`config.mk`:
```
export PLATFORM = sky130hd
export DESIGN_NAME = pseudo_fault_injection_ctl
export DESIGN_NICKNAME = d
export VERILOG_FILES = /design/src/design/pfi_pkg.sv /design/src/design/pseudo_fault_injection_ctl.sv
export VERILOG_INCLUDE_DIRS = /design/src /design/src/design
export SDC_FILE = /design/constraint.sdc
export NUM_CORES = 1
export LEC_CHECK = 0
export BUFFER_PORTS_ARGS = -buffer_cell sky130_fd_sc_hd__buf_4
export CAP_MARGIN = 20
export CORE_MARGIN = 10
export CORE_UTILIZATION = 52
export DETAILED_ROUTE_END_ITERATION = 10
export PLACE_DENSITY = 0.87
export SYNTH_ARGS = -nofsm -noshare
export SYNTH_HDL_FRONTEND = slang
export SYNTH_SLANG_ARGS = --single-unit
export TNS_END_PERCENT = 10
```
`constraint.sdc`:
```
create_clock -name i_clk -period 2.6 [get_ports i_clk]
set_input_delay 0.39 -clock i_clk [delete_from_list [all_inputs] [get_ports i_clk]]
set_output_delay 0.39 -clock i_clk [all_outputs]
set_load 0.005 [all_outputs]
```
`src/design/pfi_defs.svh`:
```
// Offsets, field positions and reset values of the pseudo-fault injection registers
`ifndef PFI_DEFS_SVH
`define PFI_DEFS_SVH

`define PFI_FEAT_OFS      16'h0800
`define PFI_CTL_OFS       16'h0808
`define PFI_CDN_OFS       16'h0810
`define PFI_REC_STRIDE    16'h0040

`define PFI_CTL_CNT_EN    31
`define PFI_CTL_RESTART   30
`define PFI_CTL_MV        12
`define PFI_CTL_CE_HI     7
`define PFI_CTL_CE_LO     6
`define PFI_CTL_DE        5
`define PFI_CTL_UEO       4
`define PFI_CTL_UER       3
`define PFI_CTL_UEU       2
`define PFI_CTL_UC        1
`define PFI_CTL_OVF       0

`define PFI_FEAT_RESTART  30
`define PFI_FEAT_SYN      29
`define PFI_FEAT_MV       12

`define PFI_INJ_NONE_CAP  2'h0
`define PFI_CTL_RESET     11'h000
`define PFI_CDN_RESET     32'h0000_0000

`endif

```
`src/design/pfi_pkg.sv`:
```
// Types shared by the pseudo-fault injection control logic
`default_nettype none
package pfi_pkg;

  typedef enum logic [2:0] {
    INJ_NONE,
    INJ_CE,
    INJ_DE,
    INJ_UEO,
    INJ_UER,
    INJ_UEU,
    INJ_UC
  } inj_kind_type;

  typedef struct packed {
    logic       cnt_en;
    logic       restart;
    logic       mv;
    logic [1:0] ce;
    logic       de;
    logic       latent_fault_en;
    logic       recoverable_fault_en;
    logic       fatal_fault_en;
    logic       uc;
    logic       ovf;
  } ctl_type;

  typedef struct packed {
    logic         valid;
    inj_kind_type kind;
    logic [1:0]   ce_code;
    logic         ovf;
    logic         misc_valid;
    logic         misc_log;
    logic         code_load;
  } inj_rec_type;

endpackage : pfi_pkg
`default_nettype wire

```
`src/design/pseudo_fault_injection_ctl.sv`:
```
// Pseudo-fault injection control: control, countdown and feature registers
`timescale 1ns/100ps
`default_nettype none
`include "pfi_defs.svh"

// Behaviour
// Corrected select: 01 logs code 10, 10 logs 01, 11 logs 11, 00 none.
// Software programs corrected select only with encodings the feature field permits.
// Deferred error may fire at zero only when postponed enable set.
// Latent error may fire at zero only when latent enable set.
// Recoverable error may fire at zero only when recoverable enable set.
// Unrecoverable error may fire at zero only when fatal enable set.
// Uncontainable error may fire at zero only when uncontainable enable set.
// Deferred and uncorrected types may be dropped when data is not consumed.
// Recorded overflow flag equals the overflow inject value bit.
// Unsupported control fields read zero and ignore writes.
// Cold reset sets fields; error-recovery reset preserves them.
// Feature register is 64-bit read-only, zero unless injection present, first record.
// Feature register at 0x800 plus 64 times n; writes ignored.
// Feature restart bit reads one when restart control is implemented.
// Syndrome cap zero loads codes; one keeps them, writable while record invalid.
// Misc cap zero: logging any misc syndrome sets misc-valid.
// Misc cap one: copy control misc-valid, or log, set one, control reads one.
// Unupdated misc fields keep contents, writable while misc-valid is zero.
// Feature bits 63:31 and 28:13 read zero.
// Enabled nonzero counter decrements each cycle; at zero injects an enabled type.
// Writing enable one loads counter from reload value; zero disables.
// At zero, counter reloads when restart set, otherwise stops.
// No type enabled injects nothing; several enabled inject exactly one.
module pseudo_fault_injection_ctl #(
  parameter int         REC_IDX         = 0,     // Record number n
  parameter bit         FIRST_REC       = 1'b1,  // Record is the node's first
  parameter logic [1:0] INJ_CAP         = 2'h1,  // Injection capability
  parameter int         CNT_W           = 32,    // Counter width
  parameter logic [1:0] SUP_CE          = 2'h3,  // Corrected capability
  parameter bit         SUP_DE          = 1'b1,  // Deferred supported
  parameter bit         SUP_UEO         = 1'b1,  // Latent supported
  parameter bit         SUP_UER         = 1'b1,  // Recoverable supported
  parameter bit         SUP_UEU         = 1'b1,  // Unrecoverable supported
  parameter bit         SUP_UC          = 1'b1,  // Uncontainable supported
  parameter bit         SUP_OVF         = 1'b1,  // Overflow control supported
  parameter bit         SUP_RESTART     = 1'b1,  // Restart control supported
  parameter bit         SYN_CAP         = 1'b0,  // Codes kept on injection
  parameter bit         MV_CAP          = 1'b1,  // Misc syndrome controllable
  parameter bit         MV_ALWAYS       = 1'b0,  // Always logs misc syndrome
  parameter bit         MV_LOG          = 1'b0,  // Logs misc when not controllable
  parameter bit         FIRE_UNCONSUMED = 1'b1   // Fire unconsumed uncorrected types
) (
  input  wire logic                 i_clk,            // Node clock
  input  wire logic                 i_sys_rst,        // Cold reset
  input  wire logic                 i_er_rst,         // Error-recovery reset
  input  wire logic [15:0]          i_reg_addr,       // Register byte offset
  input  wire logic                 i_reg_wr,         // Write strobe
  input  wire logic                 i_reg_rd,         // Read strobe
  input  wire logic [63:0]          i_reg_wdata,      // Write data
  output logic [63:0]               o_reg_rdata,      // Read data
  input  wire logic                 i_data_consumed,  // Affected data consumed
  input  wire logic                 i_status_v,       // Record valid flag
  input  wire logic                 i_status_mv,      // Record misc-valid flag
  output pfi_pkg::inj_rec_type      o_rec,            // Injected error to record
  output logic                      o_code_wr_allow,  // Error codes writable
  output logic                      o_misc_wr_allow   // Unupdated misc fields writable
);
  import pfi_pkg::*;

  localparam bit          PRESENT  = (INJ_CAP != `PFI_INJ_NONE_CAP) && FIRST_REC;
  localparam logic [15:0] REC_BASE = 16'(REC_IDX * 64);
  localparam logic [15:0] FEAT_A   = `PFI_FEAT_OFS + REC_BASE;
  localparam logic [15:0] CTL_A    = `PFI_CTL_OFS + REC_BASE;
  localparam logic [15:0] CDN_A    = `PFI_CDN_OFS + REC_BASE;

  ctl_type            ctl_q;
  logic [CNT_W-1:0]   cdn_q;
  logic [CNT_W-1:0]   cnt_q;
  inj_rec_type        rec_q;
  logic [63:0]        rdata_q;
  logic               wr_ctl;
  logic               wr_cdn;
  logic               zero_evt;
  logic               fire;
  inj_kind_type       sel;
  ctl_type            ctl_rd;
  logic [63:0]        feat_word;

  function automatic logic [1:0] ce_code(input logic [1:0] sel_ce);
    case (sel_ce)
      2'h1:    ce_code = 2'h2;
      2'h2:    ce_code = 2'h1;
      2'h3:    ce_code = 2'h3;
      default: ce_code = 2'h0;
    endcase
  endfunction : ce_code

  // Drops fields the node does not implement
  function automatic ctl_type supported(input ctl_type c);
    ctl_type m;
    m         = c;
    m.restart = c.restart & SUP_RESTART;
    m.mv      = c.mv & MV_CAP;
    m.ce      = (SUP_CE == 2'h0) ? 2'h0 : c.ce;
    m.de      = c.de & SUP_DE;
    m.latent_fault_en     = c.latent_fault_en & SUP_UEO;
    m.recoverable_fault_en     = c.recoverable_fault_en & SUP_UER;
    m.fatal_fault_en     = c.fatal_fault_en & SUP_UEU;
    m.uc      = c.uc & SUP_UC;
    m.ovf     = c.ovf & SUP_OVF;
    return m;
  endfunction : supported

  function automatic ctl_type from_word(input logic [63:0] w);
    ctl_type c;
    c.cnt_en  = w[`PFI_CTL_CNT_EN];
    c.restart = w[`PFI_CTL_RESTART];
    c.mv      = w[`PFI_CTL_MV];
    c.ce      = w[`PFI_CTL_CE_HI:`PFI_CTL_CE_LO];
    c.de      = w[`PFI_CTL_DE];
    c.latent_fault_en     = w[`PFI_CTL_UEO];
    c.recoverable_fault_en     = w[`PFI_CTL_UER];
    c.fatal_fault_en     = w[`PFI_CTL_UEU];
    c.uc      = w[`PFI_CTL_UC];
    c.ovf     = w[`PFI_CTL_OVF];
    return c;
  endfunction : from_word

  function automatic logic [63:0] to_word(input ctl_type c);
    logic [63:0] w;
    w                                  = 64'h0;
    w[`PFI_CTL_CNT_EN]                 = c.cnt_en;
    w[`PFI_CTL_RESTART]                = c.restart;
    w[`PFI_CTL_MV]                     = c.mv;
    w[`PFI_CTL_CE_HI:`PFI_CTL_CE_LO]   = c.ce;
    w[`PFI_CTL_DE]                     = c.de;
    w[`PFI_CTL_UEO]                    = c.latent_fault_en;
    w[`PFI_CTL_UER]                    = c.recoverable_fault_en;
    w[`PFI_CTL_UEU]                    = c.fatal_fault_en;
    w[`PFI_CTL_UC]                     = c.uc;
    w[`PFI_CTL_OVF]                    = c.ovf;
    return w;
  endfunction : to_word

  // Writes are dropped during error-recovery reset so contents survive it
  assign wr_ctl = PRESENT && i_reg_wr && !i_er_rst && (i_reg_addr == CTL_A);
  assign wr_cdn = PRESENT && i_reg_wr && !i_er_rst && (i_reg_addr == CDN_A);

  // Feature word; reserved bits stay zero
  always_comb begin
    feat_word = 64'h0;
    if (PRESENT) begin
      feat_word[`PFI_FEAT_RESTART]              = SUP_RESTART;
      feat_word[`PFI_FEAT_SYN]                  = SYN_CAP;
      feat_word[`PFI_FEAT_MV]                   = MV_CAP;
      feat_word[`PFI_CTL_CE_HI:`PFI_CTL_CE_LO]  = SUP_CE;
      feat_word[`PFI_CTL_DE]                    = SUP_DE;
      feat_word[`PFI_CTL_UEO]                   = SUP_UEO;
      feat_word[`PFI_CTL_UER]                   = SUP_UER;
      feat_word[`PFI_CTL_UEU]                   = SUP_UEU;
      feat_word[`PFI_CTL_UC]                    = SUP_UC;
      feat_word[`PFI_CTL_OVF]                   = SUP_OVF;
    end
  end

  always_comb begin
    ctl_rd    = ctl_q;
    ctl_rd.mv = (MV_CAP && MV_ALWAYS) ? 1'b1 : ctl_q.mv;
  end

  // Control register; cold reset picks zero for undefined fields
  always_ff @(posedge i_clk) begin
    if (i_sys_rst) begin
      ctl_q <= `PFI_CTL_RESET;
    end else if (wr_ctl) begin
      ctl_q <= supported(from_word(i_reg_wdata));
    end
  end

  always_ff @(posedge i_clk) begin
    if (i_sys_rst) begin
      cdn_q <= CNT_W'(`PFI_CDN_RESET);
    end else if (wr_cdn) begin
      cdn_q <= i_reg_wdata[CNT_W-1:0];
    end
  end

  // Generation counter, hidden from software
  assign zero_evt = ctl_q.cnt_en && (cnt_q == CNT_W'(1));

  always_ff @(posedge i_clk) begin
    if (i_sys_rst) begin
      cnt_q <= '0;
    end else if (wr_ctl) begin
      cnt_q <= i_reg_wdata[`PFI_CTL_CNT_EN] ? cdn_q : '0;
    end else if (zero_evt) begin
      cnt_q <= ctl_q.restart ? cdn_q : '0;
    end else if (ctl_q.cnt_en && (cnt_q != '0)) begin
      cnt_q <= cnt_q - CNT_W'(1);
    end
  end

  // Most severe enabled type wins
  always_comb begin
    if (ctl_q.uc) begin
      sel = INJ_UC;
    end else if (ctl_q.fatal_fault_en) begin
      sel = INJ_UEU;
    end else if (ctl_q.recoverable_fault_en) begin
      sel = INJ_UER;
    end else if (ctl_q.latent_fault_en) begin
      sel = INJ_UEO;
    end else if (ctl_q.de) begin
      sel = INJ_DE;
    end else if (ctl_q.ce != 2'h0) begin
      sel = INJ_CE;
    end else begin
      sel = INJ_NONE;
    end
  end

  assign fire = zero_evt && (sel != INJ_NONE)
                && ((sel == INJ_CE) || FIRE_UNCONSUMED || i_data_consumed);

  always_ff @(posedge i_clk) begin
    if (i_sys_rst) begin
      rec_q <= '0;
    end else begin
      rec_q.valid     <= fire;
      rec_q.kind      <= fire ? sel : INJ_NONE;
      rec_q.ce_code   <= (fire && sel == INJ_CE) ? ce_code(ctl_q.ce) : 2'h0;
      rec_q.ovf       <= fire && ctl_q.ovf;
      rec_q.misc_valid <= fire && (MV_CAP ? (MV_ALWAYS || ctl_q.mv) : MV_LOG);
      rec_q.misc_log  <= fire && (MV_CAP ? MV_ALWAYS : MV_LOG);
      rec_q.code_load <= fire && !SYN_CAP;
    end
  end

  // Read port; feature register ignores writes by having no storage
  always_ff @(posedge i_clk) begin
    if (i_sys_rst) begin
      rdata_q <= 64'h0;
    end else if (i_reg_rd) begin
      if (PRESENT && i_reg_addr == FEAT_A) begin
        rdata_q <= feat_word;
      end else if (PRESENT && i_reg_addr == CTL_A) begin
        rdata_q <= to_word(ctl_rd);
      end else if (PRESENT && i_reg_addr == CDN_A) begin
        rdata_q <= 64'(cdn_q);
      end else begin
        rdata_q <= 64'h0;
      end
    end
  end

  assign o_reg_rdata     = rdata_q;
  assign o_rec           = rec_q;
  assign o_code_wr_allow = SYN_CAP && !i_status_v;
  assign o_misc_wr_allow = MV_CAP && !i_status_mv;
endmodule : pseudo_fault_injection_ctl
`default_nettype wire

```
==> impl_metrics.py, run 1 <==
metrics = {
    "status": {
        "status": "completed",
    },
    "setup_path": {
        "crit_path_start": "cnt_q[16]$_SDFFE_PP0P_",
        "worst-path-max-fanout": 13,
        "path_common_cell": "buf_4",
        "r2r-start": "cnt_q[16]$_SDFFE_PP0P_",
        "r2r_end": "cnt_q[16]$_SDFFE_PP0P_",
        "cp_slowest_cell": "nor4_2",
        "slowest_delay_ns": 0.51,
        "arrival_ns": 2.88,
        "critical_path.endpoint": "cnt_q[16]$_SDFFE_PP0P_",
        "end_kind": "register",
        "ff2ff_path_depth": 8,
        "path_class": "register to register",
        "ff2ff_setup_slack_ns": 0.12,
        "crit_family": "simple AND/OR/NAND/NOR gates",
        "cp.required_ns": 3.00,
        "start_kind": "register",
        "worst-path-buf-inv": 2,
        "crit_cells": 8,
        "path_cells": "nor4_2 > nand4_1 > buf_4 > o22ai_2 > buf_4 > a31oi_1 > a221oi_1 > nor3_1",
    },
    "sta": {
        "relSlewSlack_pct": 53.8,
        "timing_hold_violations_final": 0,
        "max_freq_mhz": 404,
        "fin_crit_sh_pct": 95.3,
        "rsz0062_at_grt": "false",
        "tns_ns": 0,
        "fin_ws_ns": 0.123,
        "setup_viol": 0,
        "finalClockSkew_ns": 0.00899,
        "slew_viol_final": 0,
        "final.min_clock_period_ns": 2.48,
        "worst_slew_pin_slew_ns": 0.693,
    },
    "pwr": {
        "switchingPower_uw": 1000,
        "peakVddDrop_v": 0.000458,
        "finalPower_uw": 4220,
        "p_leak_uw": 0.00286,
        "pwr-share-clk_pct": 53.8,
        "p_sw_share_pct": 23.7,
        "power_frac_seq_pct": 42.1,
        "p_per_area_nw_per_um2": 593,
        "pwr-share-comb_pct": 4.2,
        "intPower_uw": 3220,
    },
    "global_routing": {
        "grt_pass1_wl_um": 29000,
        "grt_pass1_vias": 5803,
        "overflow": 0,
        "grt_max_degree": 65,
        "gr-usage-all-layers_pct": 21.8,
        "antenna_found_initial": 0,
    },
    "floorplan": {
        "start_util_pct": 53.2,
        "core-area_um2": 10800,
        "fp-row-count": 38,
        "die_area_um2": 15700,
        "die_y_um": 125,
        "ioPinCount": 164,
        "die_width_um": 125,
    },
    "yosys": {
        "ys_types": 62,
        "seq_area_frac_synth_pct": 39.9,
        "ys_ff_latch": 115,
        "syn_avg_cell_area_um2": 7.96,
        "syn_area_um2": 5770,
        "synth_top_area_share_pct": 39.9,
        "yosys_most_used_dff": "dfxtp_1",
        "ys_top_cells_by_area": "dfxtp_1 (40%), nand2_1 (8.4%), a21oi_1 (7.3%)",
        "yosys_warnings": 0,
        "synth-edff-count": 0,
        "syn_inst": 725,
        "yosysTopAreaCell": "dfxtp_1",
        "postSynth.asyncResetShare_pct": 0,
    },
    "layout": {
        "area_growth_pct": 23.3,
        "nets": 912,
        "num_antenna_cells": 0,
        "fin_cells": 975,
        "final_layout_size_suffix_gt1_share_pct": 24.0,
        "final_util_pct": 65.6,
    },
    "clock_network": {
        "cts_made_buffers": 17,
        "cts_sinks": 115,
        "clk_pin_slew_ns": 0.06,
        "hold_buffers": 0,
        "clk_latency_ns": 0.53,
        "cts_buffer_depth": 2,
        "htreeDepth": 4,
        "root_buffer": "clkbuf_8",
        "cts_tree": "done",
    },
    "drt": {
        "num_vias": 5900,
        "drc": 0,
        "antenna_left": 0,
        "met3_wirelength_um": 1950,
        "dr_wl_met2_um": 8560,
        "drt_iter0_drc": 802,
        "wl_met1_um": 6800,
        "top_layer": "met4",
        "drtPass1Iterations": 6,
        "wire_per_inst_um": 18.3,
        "viasPerCell": 6.05,
        "routed_wirelength_um": 17800,
    },
    "job": {
        "drv_cap": 0,
    },
    "placement": {
        "portBuffers": 95,
        "pre_cts_ws_ns": 0.260,
        "gp_congestion": 0.931,
        "dp_hpwl_um": 11900,
        "dpl.cell_count": 943,
    },
    "hold_path": {
        "hp-class": "input pin to register",
    },
}
## registers in the layout, indices dropped and copies added, names as in the netlist
signal and cells:
o_reg_rdata 32, o_rec 8, ctl_q 11, cnt_q 32, cdn_q 32
## stage by stage
step / hold WS, ns / cell area (um^2)
floorplan: 0.438 / 5890
global placement: 0.450 / 6530
detailed placement: 0.453 / 6530
CTS: 0.102 / 7110
global route: 0.106 / 7110
finish: 0.109 / 7110
## worst min-delay path by stage
stage	start	endpoint	slack, ns	cells past startpoint
6_report	i_reg_wdata[23]	cdn_q[23]$_SDFFE_PP0P_	0.11	3
5_1_grt	i_reg_wdata[29]	cdn_q[29]$_SDFFE_PP0P_	0.11	3
4_1_cts	i_reg_wdata[23]	cdn_q[23]$_SDFFE_PP0P_	0.10	3
3_5_place_dp	o_reg_rdata[11]$_SDFFE_PP0P_	o_reg_rdata[11]$_SDFFE_PP0P_	0.45	2
3_3_place_gp	cdn_q[21]$_SDFFE_PP0P_	cdn_q[21]$_SDFFE_PP0P_	0.45	2
2_1_floorplan	ctl_q[1]$_SDFFE_PP0P_	o_rec[6]$_SDFF_PP0_	0.44	1
## layer usage
layer	vias up	track usage, %
met5	-	0
met3	67	6.34
met2	394	35.4
met4	0	10.5
met1	2747	25.9
li1	2692	-
## cells in the final DEF, fill, tap and decap left out, types with 4 or more instances in the layout
cell / count
nand2_1: 129
buf_4: 123
dfxtp_1: 115
a21oi_1: 84
nor2_1: 49
nor3_1: 39
nand3_1: 35
conb_1: 34
inv_1: 18
a221oi_1: 17
clkbuf_16: 16
a31oi_1: 12
nor4_1: 11
a211oi_2: 8
and3_1: 8
xor2_1: 7
o21ai_1: 7
nand2b_1: 6
or2_2: 6
o21ai_0: 6
a211oi_1: 6
clkinv_4: 6
nor4_2: 5
nand4_1: 5
or4_1: 5
o21bai_1: 5
and2_1: 5
a21boi_2: 4
a21o_1: 4
a21boi_1: 4
## logic make-up after synthesis
kind of cell	after synthesis	synth area share, %
simple gates	328	28.5
flops	115	39.9
compound gates	171	19.7
xor+xnor	8	1.21
mux	3	0.542
other cells	1	0.0650
fa+ha+maj	2	0.434
buf+inv	97	9.61
## cells in the mapped netlist (7+ instances only)
| cell type | n |
|---|---|
| xor2_1 | 7 |
| and3_1 | 8 |
| nor2_1 | 49 |
| a221oi_1 | 17 |
| a211oi_2 | 8 |
| nand2_1 | 129 |
| nor3_1 | 41 |
| clkbuf_1 | 33 |
| nor4_1 | 12 |
| buf_4 | 36 |
| a31oi_1 | 12 |
| inv_1 | 18 |
| nand3_1 | 35 |
| dfxtp_1 | 115 |
| a21oi_1 | 84 |
| o21ai_1 | 7 |
## final cells by class
| class | instances | area (um^2) |
|---|---|---|
| fill | 838 | 3730 |
| clock buffer | 17 | 414 |
| tap | 140 | 175 |
| sequential | 115 | 2300 |
| multi-input combinational | 546 | 3050 |
| timing repair buffer | 124 | 943 |
| inverter | 18 | 67.6 |
| clock inverter | 15 | 160 |
## worst min-delay path: stages
cell and delay (ns):
buf_4 0.11, nand2_1 0.05, a21oi_1 0.05
## power groups by stage
stage	sequential (uW)	clock, uW	combinational [uW]
finish	1770	2270	176
global route	1770	2360	191
CTS	1770	2270	172
detailed placement	1810	0	171
floorplan	1810	0	111
global placement	1810	0	169
## what timing repair did
| action | in CTS | in global routing |
|---|---|---|
| buffers inserted | 0 | 0 |
| setup endpoints to repair | 0 | 3 |
| resized for setup | 0 | 1 |
| endpoints found under the hold margin | 0 | 0 |
Power figures use the tool's default switching activity.
==> inputs of run 2 (changes only) <==
CORE_ASPECT_RATIO = 1.2   (was unset)
==> run 2 against run 1 <==
Clock power is 5% higher. Sequential cell count stayed put. Count of clock-buffer cells in the layout is 6 higher. Combinational power is 4% higher. Core utilization is 0.31 points lower. Critical path type unchanged. Largest power group unchanged.
==> impl_metrics.py, run 2 (same netlist as run 1, synthesis figures left out) <==
metrics = {
    "sta": {
        "fin_crit_sh_pct": 93.8,
        "setup_viol": 0,
        "worst_slew_pin_slew_ns": 0.685,
        "tns_ns": 0,
        "rsz0062_at_grt": "false",
        "finalClockSkew_ns": 0.00924,
        "slew_viol_final": 0,
        "relSlewSlack_pct": 54.3,
        "final.min_clock_period_ns": 2.44,
        "max_freq_mhz": 410,
        "timing_hold_violations_final": 0,
        "fin_ws_ns": 0.161,
    },
    "hold_path": {
        "hp-start": "i_reg_wdata[8]",
        "min_delay_path_depth": 3,
        "hp-class": "input pin to register",
    },
    "clock_network": {
        "cts_sinks": 115,
        "htreeDepth": 4,
        "post_cts_buffers": 0,
        "cts_made_buffers": 17,
        "clk_pin_slew_ns": 0.05,
        "root_buffer": "clkbuf_16",
        "clk_latency_ns": 0.41,
        "cts_tree": "done",
        "cts_buffer_depth": 2,
    },
    "setup_path": {
        "worst-path-max-fanout": 10,
        "end_kind": "register",
        "ff2ff_path_depth": 6,
        "cp.required_ns": 2.92,
        "crit_path_start": "cnt_q[12]$_SDFFE_PP0P_",
        "slowest_delay_ns": 0.56,
        "worst-path-buf-inv": 0,
        "path_cells": "nor4_2 > nand4_2 > a2111o_4 > nand2_2 > a22oi_2 > a211oi_2",
        "start_kind": "register",
        "path_class": "register to register",
        "crit_family": "simple AND/OR/NAND/NOR gates",
        "cp_slowest_cell": "a2111o_4",
        "r2r-start": "cnt_q[12]$_SDFFE_PP0P_",
        "arrival_ns": 2.76,
        "crit_cells": 6,
    },
    "floorplan": {
        "die_area_um2": 15700,
        "die_width_um": 116,
        "start_util_pct": 52.8,
        "core-area_um2": 10900,
        "fp-row-count": 42,
        "ioPinCount": 164,
        "die_y_um": 135,
    },
    "pwr": {
        "p_per_area_nw_per_um2": 608,
        "peakVddDrop_v": 0.000589,
        "p_leak_uw": 0.00288,
    },
    "layout": {
        "num_antenna_cells": 0,
        "nets": 909,
        "fin_cells": 964,
        "final_common_cell": "nand2_1",
        "most-common-layout-cells": "nand2_1 (129), buf_4 (118), dfxtp_1 (115)",
        "area_growth_pct": 23.8,
        "multi_input_area_um2": 3050,
        "seqCellArea_um2": 2300,
        "final_cell_area_um2": 7140,
        "final_layout_size_suffix_gt1_share_pct": 23.2,
        "fill_cells": 805,
    },
    "drt": {
        "antenna_left": 0,
        "routed_wirelength_um": 17600,
        "drc": 0,
        "drtPass1Iterations": 6,
        "num_vias": 5824,
        "viasPerCell": 6.04,
        "wire_per_inst_um": 18.2,
        "drt_iter0_drc": 721,
    },
    "placement": {
        "gp_congestion": 0.874,
        "portBuffers": 95,
        "place_area_um2": 6530,
        "pre_cts_ws_ns": 0.210,
        "dp_hpwl_um": 12100,
        "dpl.cell_count": 932,
    },
    "global_routing": {
        "grt_pass1_wl_um": 28100,
        "overflow": 0,
        "grt_pass1_vias": 5683,
        "gr-usage-all-layers_pct": 22.4,
        "grt_max_degree": 45,
        "antenna_found_initial": 0,
    },
    "job": {
        "drv_cap": 0,
    },
    "status": {
        "status": "completed",
    },
}
[run 2: changes by cell type in the layout (fill, tap and decap cells not counted), moves of 2 or more]
cell      previous run  this run
buf_4              123       118
clkinv_4             6         0
clkbuf_1             0         3
buf_12               1         3
clkbuf_8             1         3
nor4_2               5         3
[run 2: where the power goes]
group	internal [uW]	switching (uW)	total, uW
sequential	1770	4.00	1780
clock	1580	804	2380
combinational	81.4	102	183
total	3430	910	4340
[run 2: what timing repair did]
action | 4_1_cts | 5_1_grt
resized for setup | 0 | 1
hold buffers | 0 | 0
endpoints found under the setup margin | 0 | 5
[run 2: worst paths after layout]
check | end | slack (ns)
max | cnt_q[26]$_SDFFE_PP0P_ | 0.16
min | cdn_q[8]$_SDFFE_PP0P_ | 0.24
max reg2reg | cnt_q[26]$_SDFFE_PP0P_ | 0.16
min reg2reg | o_reg_rdata[26]$_SDFFE_PP0P_ | 0.46
[run 2: final cells by class]
cell class,instances,share of cell area [%]
clock buffers,23,6.69
clock inverters,9,1.77
inverters,18,0.946
multi-input cells,546,42.8
flip-flops and latches,115,32.2
well taps,132,2.31
repair buffers,121,13.2
[run 2: metal layers]
layer,track usage [%],vias up,part of all wire (%),wire length (um)
li1,-,2685,-,-
met1,25.7,2699,37,6520
met2,36.3,364,49,8610
met3,7.54,76,9.9,1740
met4,11.4,0,3.9,692
met5,0,-,0,0
[run 2: per-stage QoR]
step	hold WS, ns	power [uW]	utilization [%]
after floorplan	0.438	1920	-
after global placement	0.451	1990	59.7
after detailed placement	0.454	1990	59.7
after CTS	0.227	4340	65.2
after global routing	0.221	4450	65.3
final	0.236	4340	65.3
[run 2: worst min-delay path, delay by kind of cell]
| family | cells | cell delay [ns] |
|---|---|---|
| buffers and inverters | 1 | 0.11 |
| and+or+nand+nor | 1 | 0.05 |
| AOI/OAI and AO/OA | 1 | 0.05 |
==> inputs of run 3 (changes only) <==
ABC_AREA = 1   (was unset)
CORE_UTILIZATION = 53   (was 52)
==> run 3 against run 2 <==
First-iteration DRC count down 12%. Via count is 8.6% higher. Non-clock buffer count is 16 lower. Die area increased by 5.6%. Worst setup slack improved by 0.11 ns. Design area rose by 5.3%. Clock power barely moved.
==> impl_metrics.py, run 3 <==
metrics = {
    "status": {
        "status": "completed",
    },
    "clock_network": {
        "htreeDepth": 4,
        "cts_tree": "done",
        "cts_made_buffers": 17,
        "clk_latency_ns": 0.41,
        "cts_sinks": 115,
        "cts_buffer_depth": 2,
        "post_cts_buffers": 0,
        "ctsResizeCount": 0,
        "root_buffer": "clkbuf_16",
        "hold_buffers": 0,
        "clk_pin_slew_ns": 0.06,
    },
    "yosys": {
        "yosys_warnings": 0,
        "syn_inst": 939,
        "syn_area_um2": 6270,
        "syn_avg_cell_area_um2": 6.68,
        "synth_top_area_share_pct": 36.7,
        "ys_ff_latch": 115,
        "synth.top_cells.by_count": "nand2_1 (208), nor2_1 (134), dfxtp_1 (115)",
        "ys_top_cells_by_area": "dfxtp_1 (37%), nand2_1 (12%), nor2_1 (8.0%)",
        "synth-edff-count": 0,
        "synthMostInstantiatedCell": "nand2_1",
        "yosysTopAreaCell": "dfxtp_1",
        "yosys_most_used_dff": "dfxtp_1",
        "ys_types": 36,
        "seq_area_frac_synth_pct": 36.7,
        "postSynth.asyncResetShare_pct": 0,
    },
    "layout": {
        "final_layout_size_suffix_gt1_share_pct": 18.3,
        "most-common-layout-cells": "nand2_1 (208), nor2_1 (134), dfxtp_1 (115)",
        "nets": 1113,
        "seqCellArea_um2": 2300,
        "fill_cells": 971,
        "num_antenna_cells": 0,
        "area_growth_pct": 19.8,
        "multi_input_area_um2": 3230,
        "fin_cells": 1193,
        "final_common_cell": "nand2_1",
    },
    "setup_path": {
        "end_kind": "register",
        "start_kind": "register",
        "worst-path-max-fanout": 31,
        "path_cells": "inv_1 > ha_1 > nand2_2 > nor2_4 > nand2_4 > nor2_1 > nor2_2 > nor2_4 > buf_4 > nand2_1 > nand2_1 > a21oi_1",
        "arrival_ns": 2.62,
        "slowest_delay_ns": 0.33,
        "crit_family": "simple AND/OR/NAND/NOR gates",
        "path_class": "register to register",
        "cp_slowest_cell": "buf_4",
        "cp.required_ns": 2.89,
        "worst-path-buf-inv": 2,
    },
    "sta": {
        "timing_hold_violations_final": 0,
        "final.min_clock_period_ns": 2.33,
        "setup_viol": 0,
        "relSlewSlack_pct": 52.5,
        "max_freq_mhz": 429,
        "worst_slew_pin_slew_ns": 0.712,
        "rsz0062_at_grt": "false",
        "finalClockSkew_ns": 0.00827,
        "fin_crit_sh_pct": 89.6,
        "slew_viol_final": 0,
        "tns_ns": 0,
    },
    "floorplan": {
        "ioPinCount": 164,
        "die_y_um": 139,
        "fp-row-count": 43,
        "die_width_um": 119,
        "die_area_um2": 16600,
        "start_util_pct": 54.2,
        "core-area_um2": 11600,
    },
    "drt": {
        "drt_iter0_drc": 632,
        "drc": 0,
        "drtPass1Iterations": 6,
        "viasPerCell": 5.30,
        "routed_wirelength_um": 18100,
        "num_vias": 6327,
        "wire_per_inst_um": 15.2,
        "antenna_left": 0,
    },
    "pwr": {
        "p_leak_uw": 0.00358,
        "p_per_area_nw_per_um2": 574,
        "peakVddDrop_v": 0.000625,
        "finalPower_uw": 4310,
    },
    "global_routing": {
        "grt_pass1_wl_um": 29000,
        "antenna_found_initial": 0,
        "grt_pass1_vias": 6054,
        "gr-usage-all-layers_pct": 20.9,
        "overflow": 0,
        "grt_max_degree": 61,
    },
    "placement": {
        "portBuffers": 95,
        "dpl.cell_count": 1161,
        "dp_hpwl_um": 12600,
        "gp_congestion": 0.960,
    },
    "job": {
        "drv_cap": 0,
    },
    "hold_path": {
        "hp-class": "input pin to register",
    },
}
==> run 3: cell count changes in the layout (fill, tap and decap cells not counted), moves of 9 or more <==
| cell | previous run | this run |
|---|---|---|
| nor2_1 | 49 | 134 |
| nor3_1 | 39 | 5 |
| buf_4 | 118 | 105 |
| nand3_1 | 35 | 47 |
| o21ai_0 | 6 | 56 |
| a221oi_1 | 17 | 0 |
| nor4_1 | 12 | 0 |
| a31oi_1 | 12 | 0 |
| nand2_1 | 129 | 208 |
| inv_1 | 18 | 98 |
| o221ai_1 | 0 | 10 |
| nor2_2 | 0 | 9 |
| a21oi_2 | 0 | 10 |
| nand2_2 | 2 | 13 |
==> run 3: worst paths after layout <==
check | slack, ns | endpoint | cells past startpoint | from
worst max-delay path | 0.27 | cnt_q[29]$_SDFFE_PP0P_ | 12 | cnt_q[0]$_SDFFE_PP0P_
worst min-delay path | 0.26 | cdn_q[18]$_SDFFE_PP0P_ | 3 | i_reg_wdata[18]
worst max register to register | 0.27 | cnt_q[29]$_SDFFE_PP0P_ | 12 | cnt_q[0]$_SDFFE_PP0P_
worst min register to register | 0.43 | o_rec[6]$_SDFF_PP0_ | 1 | ctl_q[1]$_SDFFE_PP0P_
==> run 3: stage by stage <==
stage               instance area [um^2]  worst slack [ns]  hold slack (ns)  utilization, %
floorplan                           6390             0.879            0.398               -
global placement                    6920             0.491            0.417            59.8
detailed placement                  6920             0.450            0.415            59.8
CTS                                 7510             0.308            0.262            65.0
global route                        7510             0.122            0.290            65.0
finish                              7510             0.272            0.263            65.0
==> run 3: cell type report <==
cell class / instances / share of cell area, %
multi-input cells: 677 / 43.0
flip-flops and latches: 115 / 30.6
repair buffers: 105 / 10.5
clock buffers: 21 / 6.26
inverters: 107 / 5.34
well taps: 157 / 2.61
clock inverters: 11 / 1.70
==> run 3: cell families after synthesis <==
kind of cell	synth area share [%]
AOI/OAI and AO/OA	15.9
adders and majority gates	0.399
and+or+nand+nor	30.9
xor gates and xnor gates	2.23
other	0.0598
buffers and inverters	13.8
DFF	36.7
==> run 3: metal layers <==
metal / global-route usage, % / vias to the layer above / routed length (um)
met5: 0 / - / 0
met4: 8.52 / 0 / 483
met3: 5.82 / 38 / 1440
met2: 35.7 / 296 / 8890
met1: 24.0 / 2913 / 7320
li1: - / 3080 / -
==> run 3: report_power, final <==
group / switching [uW] / internal (uW) / leakage (uW)
logic: 105 / 82.9 / 0.00237
registers: 4.05 / 1770 / 0.000928
clock network: 862 / 1490 / 0.000286
total: 971 / 3340 / 0.00358
==> run 3: worst min-delay path: stages <==
cell and delay [ns]:
buf_4 0.07, o21ai_0 0.07, a21oi_1 0.11
